### src/logic/cst_pkg.sv
`default_nettype none
// ---------------------------------------------------------------
// capture sequencer shared constants
// ---------------------------------------------------------------
package cst_pkg;

	// register byte offsets
	localparam logic [7:0] OFS_CMD = 8'h00;
	localparam logic [7:0] OFS_CHAN = 8'h04;
	localparam logic [7:0] OFS_MODE = 8'h08;
	localparam logic [7:0] OFS_CLKDIV = 8'h0c;
	localparam logic [7:0] OFS_DIO = 8'h10;
	localparam logic [7:0] OFS_DATA = 8'h14;
	localparam logic [7:0] OFS_INT_STAT = 8'h18;
	localparam logic [7:0] OFS_INT_MASK = 8'h1c;

	// command register fields
	localparam int CMD_ARM_BIT = 0;
	localparam int CMD_ABORT_BIT = 1;
	localparam int STAT_POST_BIT = 2;
	localparam int STAT_NSAMP_LSB = 16;

	// capture mode fields
	localparam int MODE_PREPOST_BIT = 0;
	localparam int MODE_TRIG_BIT = 1;
	localparam int MODE_EV_LSB = 2;
	localparam int MODE_LEN_LSB = 16;

	// clock divider fields
	localparam int CLK_EXT_BIT = 16;

	// data register fields
	localparam int DATA_EV_LSB = 16;

	// interrupt status bits
	localparam int INT_TRIG_BIT = 0;
	localparam int INT_EVENT_BIT = 1;
	localparam int INT_DONE_BIT = 2;
	localparam int INT_REFUSE_BIT = 3;

	// reset values
	localparam logic [15:0] RST_CHAN = 16'h0000;
	localparam logic [31:0] RST_MODE = 32'h0000_0000;
	localparam logic [16:0] RST_CLKDIV = 17'h0_0001;
	localparam logic [15:0] RST_DIO = 16'h0000;
	localparam logic [3:0] RST_INT_MASK = 4'h0;

	// capture states
	typedef enum logic [1:0] {
		ST_IDLE,
		ST_WAIT_TRIG,
		ST_RUN,
		ST_POST
	} cst_state_e;

endpackage
`default_nettype wire

### src/logic/cst_capture_seq.sv
// The address map and the APB register port were decided locally.
`default_nettype none
// Function
// - each sample leaves as a signed 16-bit two's-complement word.
// - the code is passed raw so volts equal code times full scale / 32768.
// - with trigger gating nothing is stored until the trigger fires.
// - an event edge is marked on the sample taken in its cycle, else on the next sample.
// - event edges before capture has started are dropped.
// - in pre/post mode a qualifying event moves capture to post phase.
// - with both events enabled the first one to come makes the move.
// - trigger starts capture, a later event goes to post then halts.
// - while stopped all setting writes are taken in any order.
// - while not stopped only abort, digital output and interrupt mask writes are taken.
// - derived clock with divisor 10 ticks on the 9th input edge.
module cst_capture_seq
	import cst_pkg::*;
(
	input wire logic CLK,
	input wire logic RESETN,
	input wire logic PSEL,
	input wire logic PENABLE,
	input wire logic PWRITE,
	input wire logic [7:0] PADDR,
	input wire logic [31:0] PWDATA,
	output logic [31:0] PRDATA,
	output logic PREADY,
	output logic PSLVERR,
	input wire logic TRIG_IN,
	input wire logic FIRST_EVENT_IN,
	input wire logic SECOND_EVENT_IN,
	input wire logic DIGITAL_INPUT_LINE0,
	input wire logic [15:0] ADC_DATA,
	output logic [15:0] SAMPLE_DATA,
	output logic [1:0] SAMPLE_EVENT,
	output logic SAMPLE_VALID,
	output logic SAMPLE_POST,
	output logic [15:0] CHAN_ENABLE,
	output logic [15:0] DIO_OUT,
	output logic IRQ
);

	// ---------------------------------------------------------------
	// state
	// ---------------------------------------------------------------
	typedef struct packed {
		cst_state_e st;
		logic [15:0] chan;
		logic [31:0] mode;
		logic [16:0] clkdiv;
		logic [15:0] dio;
		logic [15:0] div_cnt;
		logic [15:0] post_cnt;
		logic [1:0] pend;
		logic [15:0] s_data;
		logic [1:0] s_evt;
		logic s_valid;
		logic s_post;
		logic [15:0] nsamp;
		logic [3:0] istat;
		logic [3:0] imask;
		logic [31:0] rdata;
		logic [3:0] rd_clr;
	} cst_regs_s;

	cst_regs_s r;
	cst_regs_s next_r;

	logic [3:0] pin_q, pin_rise, iset, iclr;
	logic [15:0] adc_q, term, nxt_cnt;
	logic [1:0] pend_c, ev_q;
	logic wr, idle, running, src_edge, tick, refused, mapped, abort_wr;
	logic [31:0] rmux;

	// ---------------------------------------------------------------
	// pin synchronisers
	// ---------------------------------------------------------------
	// trigger, both events and the derived clock line
	cst_sync #(
		.W(4)
	) u_pins (
		.clk(CLK),
		.resetn(RESETN),
		.d({DIGITAL_INPUT_LINE0, SECOND_EVENT_IN, FIRST_EVENT_IN,
			TRIG_IN}),
		.q(pin_q),
		.rise(pin_rise)
	);

	// converter data word
	cst_sync #(
		.W(16)
	) u_adc (
		.clk(CLK),
		.resetn(RESETN),
		.d(ADC_DATA),
		.q(adc_q),
		.rise()
	);

	// ---------------------------------------------------------------
	// next state
	// ---------------------------------------------------------------
	always_comb begin
		next_r = r;
		next_r.s_valid = 1'b0;
		iset = 4'h0;
		iclr = 4'h0;
		rmux = 32'h0000_0000;
		wr = PSEL && PENABLE && PWRITE;
		idle = (r.st == ST_IDLE);
		running = (r.st == ST_RUN) || (r.st == ST_POST);

		// sample tick from divided clock or divided line edges
		src_edge = r.clkdiv[CLK_EXT_BIT] ? pin_rise[3] : 1'b1;
		term = (r.clkdiv[15:0] > 16'h0001) ?
			r.clkdiv[15:0] - 16'h0001 : 16'h0000;
		nxt_cnt = (r.div_cnt == term) ? 16'h0000 :
			r.div_cnt + 16'h0001;
		tick = running && src_edge && (nxt_cnt == term);
		if (!running) begin
			next_r.div_cnt = 16'h0000;
		end else if (src_edge) begin
			next_r.div_cnt = nxt_cnt;
		end

		// events count only once capture runs
		pend_c = running ? (r.pend | pin_rise[2:1]) : 2'b00;
		ev_q = pend_c & r.mode[MODE_EV_LSB +: 2];
		next_r.pend = tick ? 2'b00 : pend_c;

		// sample word with its event marks
		if (tick) begin
			next_r.s_valid = 1'b1;
			next_r.s_data = adc_q;
			next_r.s_evt = pend_c;
			next_r.s_post = (r.st == ST_POST);
			next_r.nsamp = r.nsamp + 16'h0001;
			iset[INT_EVENT_BIT] = |pend_c;
		end

		// capture sequence
		unique case (r.st)
			ST_IDLE: begin
				next_r.pend = 2'b00;
			end
			ST_WAIT_TRIG: begin
				if (pin_rise[0]) begin
					next_r.st = ST_RUN;
					iset[INT_TRIG_BIT] = 1'b1;
				end
			end
			ST_RUN: begin
				if (tick && r.mode[MODE_PREPOST_BIT] && |ev_q) begin
					next_r.st = ST_POST;
					next_r.post_cnt = 16'h0000;
				end
			end
			ST_POST: begin
				if (tick) begin
					next_r.post_cnt = r.post_cnt + 16'h0001;
					if (r.post_cnt + 16'h0001 >=
						r.mode[MODE_LEN_LSB +: 16]) begin
						next_r.st = ST_IDLE;
						iset[INT_DONE_BIT] = 1'b1;
					end
				end
			end
		endcase

		// address decode
		mapped = (PADDR == OFS_CMD) || (PADDR == OFS_CHAN) ||
			(PADDR == OFS_MODE) || (PADDR == OFS_CLKDIV) ||
			(PADDR == OFS_DIO) || (PADDR == OFS_DATA) ||
			(PADDR == OFS_INT_STAT) || (PADDR == OFS_INT_MASK);
		abort_wr = wr && (PADDR == OFS_CMD) && PWDATA[CMD_ABORT_BIT];

		// setting writes refused outside the stopped state
		refused = wr && !idle && ((PADDR == OFS_CHAN) ||
			(PADDR == OFS_MODE) || (PADDR == OFS_CLKDIV) ||
			((PADDR == OFS_CMD) && PWDATA[CMD_ARM_BIT] &&
			!PWDATA[CMD_ABORT_BIT]));
		iset[INT_REFUSE_BIT] = refused;

		// register writes
		if (wr && !refused) begin
			unique case (PADDR)
				OFS_CMD: begin
					if (PWDATA[CMD_ABORT_BIT]) begin
						next_r.st = ST_IDLE;
						next_r.pend = 2'b00;
					end else if (PWDATA[CMD_ARM_BIT]) begin
						next_r.st = r.mode[MODE_TRIG_BIT] ?
							ST_WAIT_TRIG : ST_RUN;
						next_r.nsamp = 16'h0000;
					end
				end
				OFS_CHAN: next_r.chan = PWDATA[15:0];
				OFS_MODE: next_r.mode = PWDATA;
				OFS_CLKDIV: next_r.clkdiv = PWDATA[16:0];
				OFS_DIO: next_r.dio = PWDATA[15:0];
				OFS_INT_MASK: next_r.imask = PWDATA[3:0];
				default: begin
				end
			endcase
		end

		// read data mux, latched in the setup cycle
		unique case (PADDR)
			OFS_CMD: rmux = {r.nsamp, 13'h0000, r.st == ST_POST, r.st};
			OFS_CHAN: rmux = {16'h0000, r.chan};
			OFS_MODE: rmux = r.mode;
			OFS_CLKDIV: rmux = {15'h0000, r.clkdiv};
			OFS_DIO: rmux = {16'h0000, r.dio};
			OFS_DATA: rmux = {14'h0000, r.s_evt, r.s_data};
			OFS_INT_STAT: rmux = {28'h000_0000, r.istat};
			OFS_INT_MASK: rmux = {28'h000_0000, r.imask};
			default: rmux = 32'h0000_0000;
		endcase
		if (PSEL && !PENABLE && !PWRITE) begin
			next_r.rdata = rmux;
			next_r.rd_clr = (PADDR == OFS_INT_STAT) ? r.istat : 4'h0;
		end
		if (PSEL && PENABLE && !PWRITE) begin
			iclr = r.rd_clr;
			next_r.rd_clr = 4'h0;
		end

		// sticky status, a new event beats the read clear
		next_r.istat = (r.istat & ~iclr) | iset;
	end

	// ---------------------------------------------------------------
	// registers
	// ---------------------------------------------------------------
	always_ff @(posedge CLK or negedge RESETN) begin
		if (!RESETN) begin
			r <= '0;
			r.st <= ST_IDLE;
			r.chan <= RST_CHAN;
			r.mode <= RST_MODE;
			r.clkdiv <= RST_CLKDIV;
			r.dio <= RST_DIO;
			r.imask <= RST_INT_MASK;
		end else begin
			r <= next_r;
		end
	end

	// ---------------------------------------------------------------
	// outputs
	// ---------------------------------------------------------------
	assign PRDATA = r.rdata;
	assign PREADY = 1'b1;
	assign PSLVERR = PSEL && PENABLE && (!mapped || refused);
	assign SAMPLE_DATA = r.s_data;
	assign SAMPLE_EVENT = r.s_evt;
	assign SAMPLE_VALID = r.s_valid;
	assign SAMPLE_POST = r.s_post;
	assign CHAN_ENABLE = r.chan;
	assign DIO_OUT = r.dio;
	assign IRQ = |(r.istat & r.imask); // level while unmasked bit set
endmodule
`default_nettype wire

### src/logic/cst_sync.sv
`default_nettype none
// ---------------------------------------------------------------
// two flop synchroniser with rising edge detect
// ---------------------------------------------------------------
module cst_sync #(
	parameter int W = 1
) (
	input wire logic clk,
	input wire logic resetn,
	input wire logic [W-1:0] d,
	output logic [W-1:0] q,
	output logic [W-1:0] rise
);

	typedef struct packed {
		logic [W-1:0] meta;
		logic [W-1:0] sync;
		logic [W-1:0] last;
	} cst_sync_s;

	cst_sync_s r;
	cst_sync_s next_r;

	// shift chain, meta is read only by sync
	always_comb begin
		next_r.meta = d;
		next_r.sync = r.meta;
		next_r.last = r.sync;
	end

	always_ff @(posedge clk or negedge resetn) begin
		if (!resetn) begin
			r <= '0;
		end else begin
			r <= next_r;
		end
	end

	assign q = r.sync;
	assign rise = r.sync & ~r.last; // one cycle per rising edge

endmodule
`default_nettype wire
### config.mk
export PLATFORM = sky130hd
export DESIGN_NAME = cst_capture_seq
export DESIGN_NICKNAME = d
export VERILOG_FILES = /design/src/logic/cst_pkg.sv /design/src/logic/cst_capture_seq.sv /design/src/logic/cst_sync.sv
export SDC_FILE = /design/constraint.sdc
export NUM_CORES = 1
export LEC_CHECK = 0
export ABC_CLOCK_PERIOD_IN_PS = 9500
export BUFFER_PORTS_ARGS = -buffer_cell sky130_fd_sc_hd__buf_2
export CAP_MARGIN = 20
export CELL_PAD_IN_SITES_DETAIL_PLACEMENT = 0
export CELL_PAD_IN_SITES_GLOBAL_PLACEMENT = 2
export CORE_MARGIN = 2
export CORE_UTILIZATION = 30
export CTS_CLUSTER_DIAMETER = 30
export DETAILED_ROUTE_END_ITERATION = 7
export GPL_TIMING_DRIVEN = 1
export PLACE_DENSITY = 0.7
export SLEW_MARGIN = 20
export SYNTH_ARGS = -nofsm -noshare
export SYNTH_HDL_FRONTEND = slang
export SYNTH_SLANG_ARGS = --single-unit
### constraint.sdc
create_clock -name CLK -period 9.5 [get_ports CLK]
set_input_delay 1.425 -clock CLK [delete_from_list [all_inputs] [get_ports CLK]]
set_output_delay 1.425 -clock CLK [all_outputs]
set_load 0.01 [all_outputs]
; ---- Word level (Yosys, flattened, before mapping)
; Cells that the tools add are included.
[word_totals]
memories = 0
word_cells = 141
regBits = 241
mem_bits_rw = 0
inputBits = 65
latchBits = 0
output_inout_bits = 87
mem_bits_ro = 0
[op_classes]
n_mul = 0
bitwise = 8
div_mod_pow = 0
n_lt_le_gt_ge = 2
addsub = 4
eq_ne = 15
shift = 0
n_reduce_logical = 46
muxes = 44
[op_table]
columns = operator, count
row1 = $pmux W32 S8, 1
row2 = $mux W16, 12
row3 = $mux W83, 1
row4 = $add A16 B1 Y16 const B, 3
row5 = $eq A16 B16 Y1, 2
row6 = $eq A8 B5 Y1 const B, 4
row7 = $mux W32, 1
row8 = $pmux W16 S2, 1
row9 = $mux W2, 14
row10 = $mux W18, 1
row11 = $mux W17, 1
row12 = $eq A8 B4 Y1 const B, 2
row13 = $ge A16 B16 Y1, 1
row14 = $gt A16 B1 Y1 const B, 1
row15 = $mux W4, 4
row16 = $sub A16 B1 Y16 const B, 1
row17 = $logic_and A1 B1 Y1, 15
row18 = $and A4 B4 Y4, 3
row19 = $logic_or A1 B1 Y1, 12
row20 = $reduce_and A2 Y1, 5
row21 = $eq A8 B3 Y1 const B, 1
row22 = $logic_not A8 Y1, 1
row23 = $not A4 Y4, 2
row24 = $mux W1, 7
row25 = 14 further kinds, 23

; ---- Depth between registers and ports, before layout
[depth]
ltp_word = 14
depth_mapped = 16
depth_no_buf = 16

; ---- Modules after synthesis
; A second synthesis with hierarchy kept.
[unflattened]
hier_cells = 1325
hier_area_um2 = 13441.6
[modules_own_cells]
columns = module, n_inst, seq_area_each_um2, area_each_um2, cells_per_inst
row1 = cst_capture_seq, 1, 4931.0, 11514.8, 1225
row2 = cst_sync (u_adc), 1, 1201.2, 1541.5, 80
row3 = cst_sync (u_pins), 1, 300.3, 385.4, 20

; ---- Least setup slack after synthesis
; Ideal clock, no wire load.
[synth_timing]
path_kind = input port to output port
start = in PADDR[5]
end = out PSLVERR
required_ns = 8.075
cell_stages = 4
setup_slack_ns = 5.152
path_buffers = 0
arrival_time_ns = 2.923
cell_sequence = or4_1 > nor3_1 > o2111ai_1 > a21oi_1
[synth_between]
elab_chain_len = 11
word_cells_on_any_way = 24
cone_classes = eq/ne: 7 / reduce/logical: 17
[synth_lines]
columns = element, line
row1 = from (decl), cst_capture_seq.sv:23  ; input wire logic [7:0] PADDR,
row2 = $eq A8 B3 Y1 / $logic_not A8 Y1 (equally long branches), "cst_capture_seq.sv:171, cst_capture_seq.sv:178, cst_capture_seq.sv:180"
row3 = $logic_or A1 B1 Y1 (2 in series), cst_capture_seq.sv:171  ; mapped = (PADDR == OFS_CMD) || (PADDR == OFS_CHAN) ||
row4 = $logic_or A1 B1 Y1 (2 in series), cst_capture_seq.sv:172  ; (PADDR == OFS_MODE) || (PADDR == OFS_CLKDIV) ||
row5 = $logic_or A1 B1 Y1 (2 in series), cst_capture_seq.sv:173  ; (PADDR == OFS_DIO) || (PADDR == OFS_DATA) ||
row6 = $logic_or A1 B1 Y1, cst_capture_seq.sv:174  ; (PADDR == OFS_INT_STAT) || (PADDR == OFS_INT_MASK);
row7 = $logic_not A1 Y1, cst_capture_seq.sv:254  ; assign PSLVERR = PSEL && PENABLE && (!mapped || refused);
row8 = $logic_or A1 B1 Y1 *, cst_capture_seq.sv:254
row9 = $logic_and A1 B1 Y1 *, cst_capture_seq.sv:254
row10 = to (decl), cst_capture_seq.sv:27  ; output logic PSLVERR,
; Mark *: on every way between the ends. The rest lies on a longest branch, timed or not.

; ---- Final worst setup path
; Same ends and word-level chain as after synthesis.

==> summary.md <==
| Metric | Value |
|---|---|
| Nets | `1384` |
| DR WL/cell | `18.9 um` |
| Core area | `around 42000 sq um` |
| Post-Syn Area per Cell | `about 10 sq um` |
| Routed vias | `roughly 9500` |
| Worst-path clk slew | `approximately 0.04 ns` |
| Adder-cell share of the synthesized area | `under 10%` |
| Vias per inst | `5.04` |
| Seq cells post-synth | `between 200 and 250` |
| Combinational family with the most area after synthesis | `simple AND/OR/NAND/NOR gates` |
| CP max FO | `6` |
| Mux share of post-synthesis cell area | `a little under an eighth` |
| Clock Tree Buf Depth | `3` |
| Setup TNS | `0 ns` |
| Max Slew Vio Count | `0` |
| Hold slack | `0.342 ns` |
| Part of the power in registers | `between 30 and 40%` |
| Status | `completed` |
| RSZ-0062 raised after global routing | `false` |
| Starting Density | `a little under a third` |
| Commonest cells post-synth | `dfrtp_1, nand2_1, mux2_2` |
| Final setup viols | `0` |
| Startpoint Class | `input pin` |
| Clk sinks | `roughly 240` |
| Cell area power density | `roughly 210 nW/um^2` |
| Slew HR | `around 37%` |
| Setup Fix Bufs, Post-CTS | `0` |
| Worst slack at placement | `roughly 4.5 ns` |
| Post-Synth Simple-Gate Area | `14.8%` |
| Peak VDD IR | `about 0.00014 V` |
| Sw power | `between 0.0007 and 0.0008 W` |
| Post-Syn Area | `between 10000 and 15000 sq um` |
| Peak Freq | `about 200 MHz` |
| Post-synth cell types | `about 70` |
| Layout cells sized above 1 | `between 20 and 30%` |
| Post-placement cell area | `13300 sq um` |
| Top cells by area, synth | `dfrtp_1, mux2_2, buf_4, nand2_1, o21ai_0` |
| Most frequent cell after synthesis | `dfrtp_1` |
| Io pins | `152` |
| Async SR Flop Fraction | `between 90% and 100%` |
| Detailed Route WL | `~36000 um` |
| Met2 WL | `between 15000 and 20000 um` |
| First-pass GRT wire length | `approximately 57000 um` |
| Gate power share | `3.5%` |
| P_leak | `roughly 7.4 nW` |
| Synth Warn # | `0` |
| Total die area | `roughly 44000 sq um` |
| WS Path Type | `input pin to primary output` |
| TritonCTS clock tree | `done` |
| Iter 0 DRT Violations | `about 580` |
| Vias in the first global route | `around 9800` |
| Final HPWL DP | `approximately 26000 um` |
| Fin area | `roughly 15000 sq um` |
| Initial antenna violation count | `1` |
| Post-cts sizing count | `0` |
| Top cell type's share of synthesized area | `47.5%` |
| All-Layer GR Usage | `16.6%` |
| Post-synth EDFFs | `0` |
| Buffers on Ports | `150` |
| Cts hold-fix bufs | `0` |
| Synth Net Count | `1308` |
| Clock group share of total power | `between 60% and 70%` |
| Main synth FF type | `dfrtp_1` |
| Seq/Total Area, Yosys | `47.7%` |
| # rows | `75` |
| Num CTS Buffers | `57` |
| # DRC | `0` |
| Width of the die | `approximately 210 um` |
| Critical Path AT | `~3.6 ns` |
| Layout overhead on the synthesized area | `22.4%` |
| Period minus WS final | `around 5 ns` |
| DRT Pass-1 Iters | `5` |
| Die extent in y | `209 um` |
| Worst min-delay path class | `flip-flop to flip-flop` |
| GRT Residual Overflow | `0` |
| Power Internal | `around 0.0026 W` |
| Filler instances | `4192` |
| Slew @ Worst Pin | `roughly 0.95 ns` |
| Final hold vios | `0` |
| Crit end category | `primary output` |
| Worst skew pair latency | `approximately 0.60 ns` |
| Synth area leader | `dfrtp_1` |
| Uppermost routed layer | `met4` |
| Sw Share | `21.3%` |
| Max Cap Viol | `0` |
| Largest net degree at the start of global routing | `between 70 and 80` |
| Routed wl met3 | `between 1500 and 2000 um` |
| Worst Path Required | `8.08 ns` |
| Gpl congestion | `between 0.9 and 1` |
| Syn Inst Count | `~1200` |
| Clock Skew | `0.0368 ns` |
| Final core utilization | `37.1%` |
| PnR worst setup slack | `4.50 ns` |
| Synth Area in Compound Gates | `12.7%` |
| M1 WL | `16500 um` |
| Post-synthesis xor/xnor area fraction | `under 10%` |
| ANT nets after route | `0` |
| Clock root buffer | `clkbuf_16` |
| Max H-tree Level | `2` |
| Final Cycle Share | `between 50% and 60%` |
sequential cells by signal, summed over array words and instances (netlist names):
| name | flops |
|---|---|
| PRDATA | 32 |
| u_pins.next_r | 4 |
| u_pins.q | 4 |
| u_adc.next_r | 16 |
| SAMPLE_EVENT | 2 |
| CHAN_ENABLE | 16 |
| SAMPLE_POST | 1 |
| SAMPLE_VALID | 1 |
| DIO_OUT | 16 |
| u_adc.q | 16 |
| u_pins.r | 4 |
| r | 113 |
| SAMPLE_DATA | 16 |
worst max-delay path: stages:
cell and delay, ns:
buf_2 0.09, or4_1 0.61, nor3_1 0.61, o2111ai_1 0.40, a21oi_1 0.28, buf_2 0.16
path summary, 6_finish.rpt:
kind / cells after the start / endpoint / startpoint / slack, ns
max in group asynchronous: 3 / r[2]$_DFFE_PN0P_ / RESETN / 6.83
setup / recovery: 6 / PSLVERR / PADDR[5] / 4.50
hold / removal: 0 / u_adc.q[3]$_DFF_PN0_ / u_adc.next_r[19]$_DFF_PN0_ / 0.34
setup reg to reg: 10 / r[97]$_DFFE_PN0P_ / r[134]$_DFFE_PN0P_ / 4.62
min in group asynchronous: 1 / r[100]$_DFFE_PN0P_ / RESETN / 0.75
hold reg to reg: 0 / u_adc.q[3]$_DFF_PN0_ / u_adc.next_r[19]$_DFF_PN0_ / 0.34
power by group through the flow:
| stage | Clock (W) | Combinational [W] | Sequential, W |
|---|---|---|---|
| 2_1_floorplan | 0 | 0.0000633 | 0.00107 |
| 3_5_place_dp | 0 | 0.000120 | 0.00108 |
| 6_report | 0.00214 | 0.000117 | 0.00106 |
| 5_1_grt | 0.00224 | 0.000131 | 0.00106 |
| 3_3_place_gp | 0 | 0.000119 | 0.00108 |
| 4_1_cts | 0.00218 | 0.000120 | 0.00106 |
placed cells by master (no fill, tap or decap), types with 15 or more instances in the layout:
cell       Yosys  routed
a22o_1        25      25
a221oi_1      17      17
inv_1         34      34
buf_2          6     149
nor2_1        47      46
xnor2_1       27      27
and3_1        19      19
nand2_1      126     126
ha_1          21      21
a21oi_1       28      28
clkbuf_16      0      57
nand2b_1      20      20
mux2i_1       36      36
nor4_1        16      16
dfrtp_1      240     240
or4_1         15      15
o21ai_0       90      90
nand3_1       34      34
mux2_2       102     102
area by class of cell:
| type | instances | area (sq um) | share of cell area, % |
|---|---|---|---|
| timing repair buffer | 162 | 851 | 5.49 |
| clock buffer | 74 | 1630 | 10.5 |
| sequential | 241 | 6030 | 38.9 |
| antenna | 1 | 2.50 | 0.0162 |
| clock inverter | 33 | 524 | 3.38 |
| multi-input combinational | 802 | 5650 | 36.5 |
| tap | 539 | 674 | 4.35 |
| inverter | 34 | 128 | 0.824 |
kinds of logic (layout without fill, tap and decap cells):
group / count (synthesis) / in the layout
buffers and inverters: 179 / 303
other: 1 / 2
AO/OA/AOI/OAI: 239 / 239
flip-flops: 241 / 241
adder cells (fa/ha/maj): 21 / 21
XOR/XNOR: 41 / 41
AND/OR/NAND/NOR: 362 / 362
multiplexers: 138 / 138
metal layers:
layer | vias to the layer above | GRT usage, %
met1 | 4696 | 22.4
met2 | 228 | 26.5
li1 | 4512 | -
met3 | 61 | 3.34
met5 | - | 0
met4 | 0 | 5.86
through the flow:
| step | total power, W | cells |
|---|---|---|
| after floorplan | 0.00113 | 1222 |
| after global placement | 0.00120 | 1778 |
| after detailed placement | 0.00120 | 1778 |
| after CTS | 0.00336 | 1885 |
| after global routing | 0.00343 | 1885 |
| final | 0.00332 | 1886 |
No activity file was read; power rests on OpenSTA's default activity.
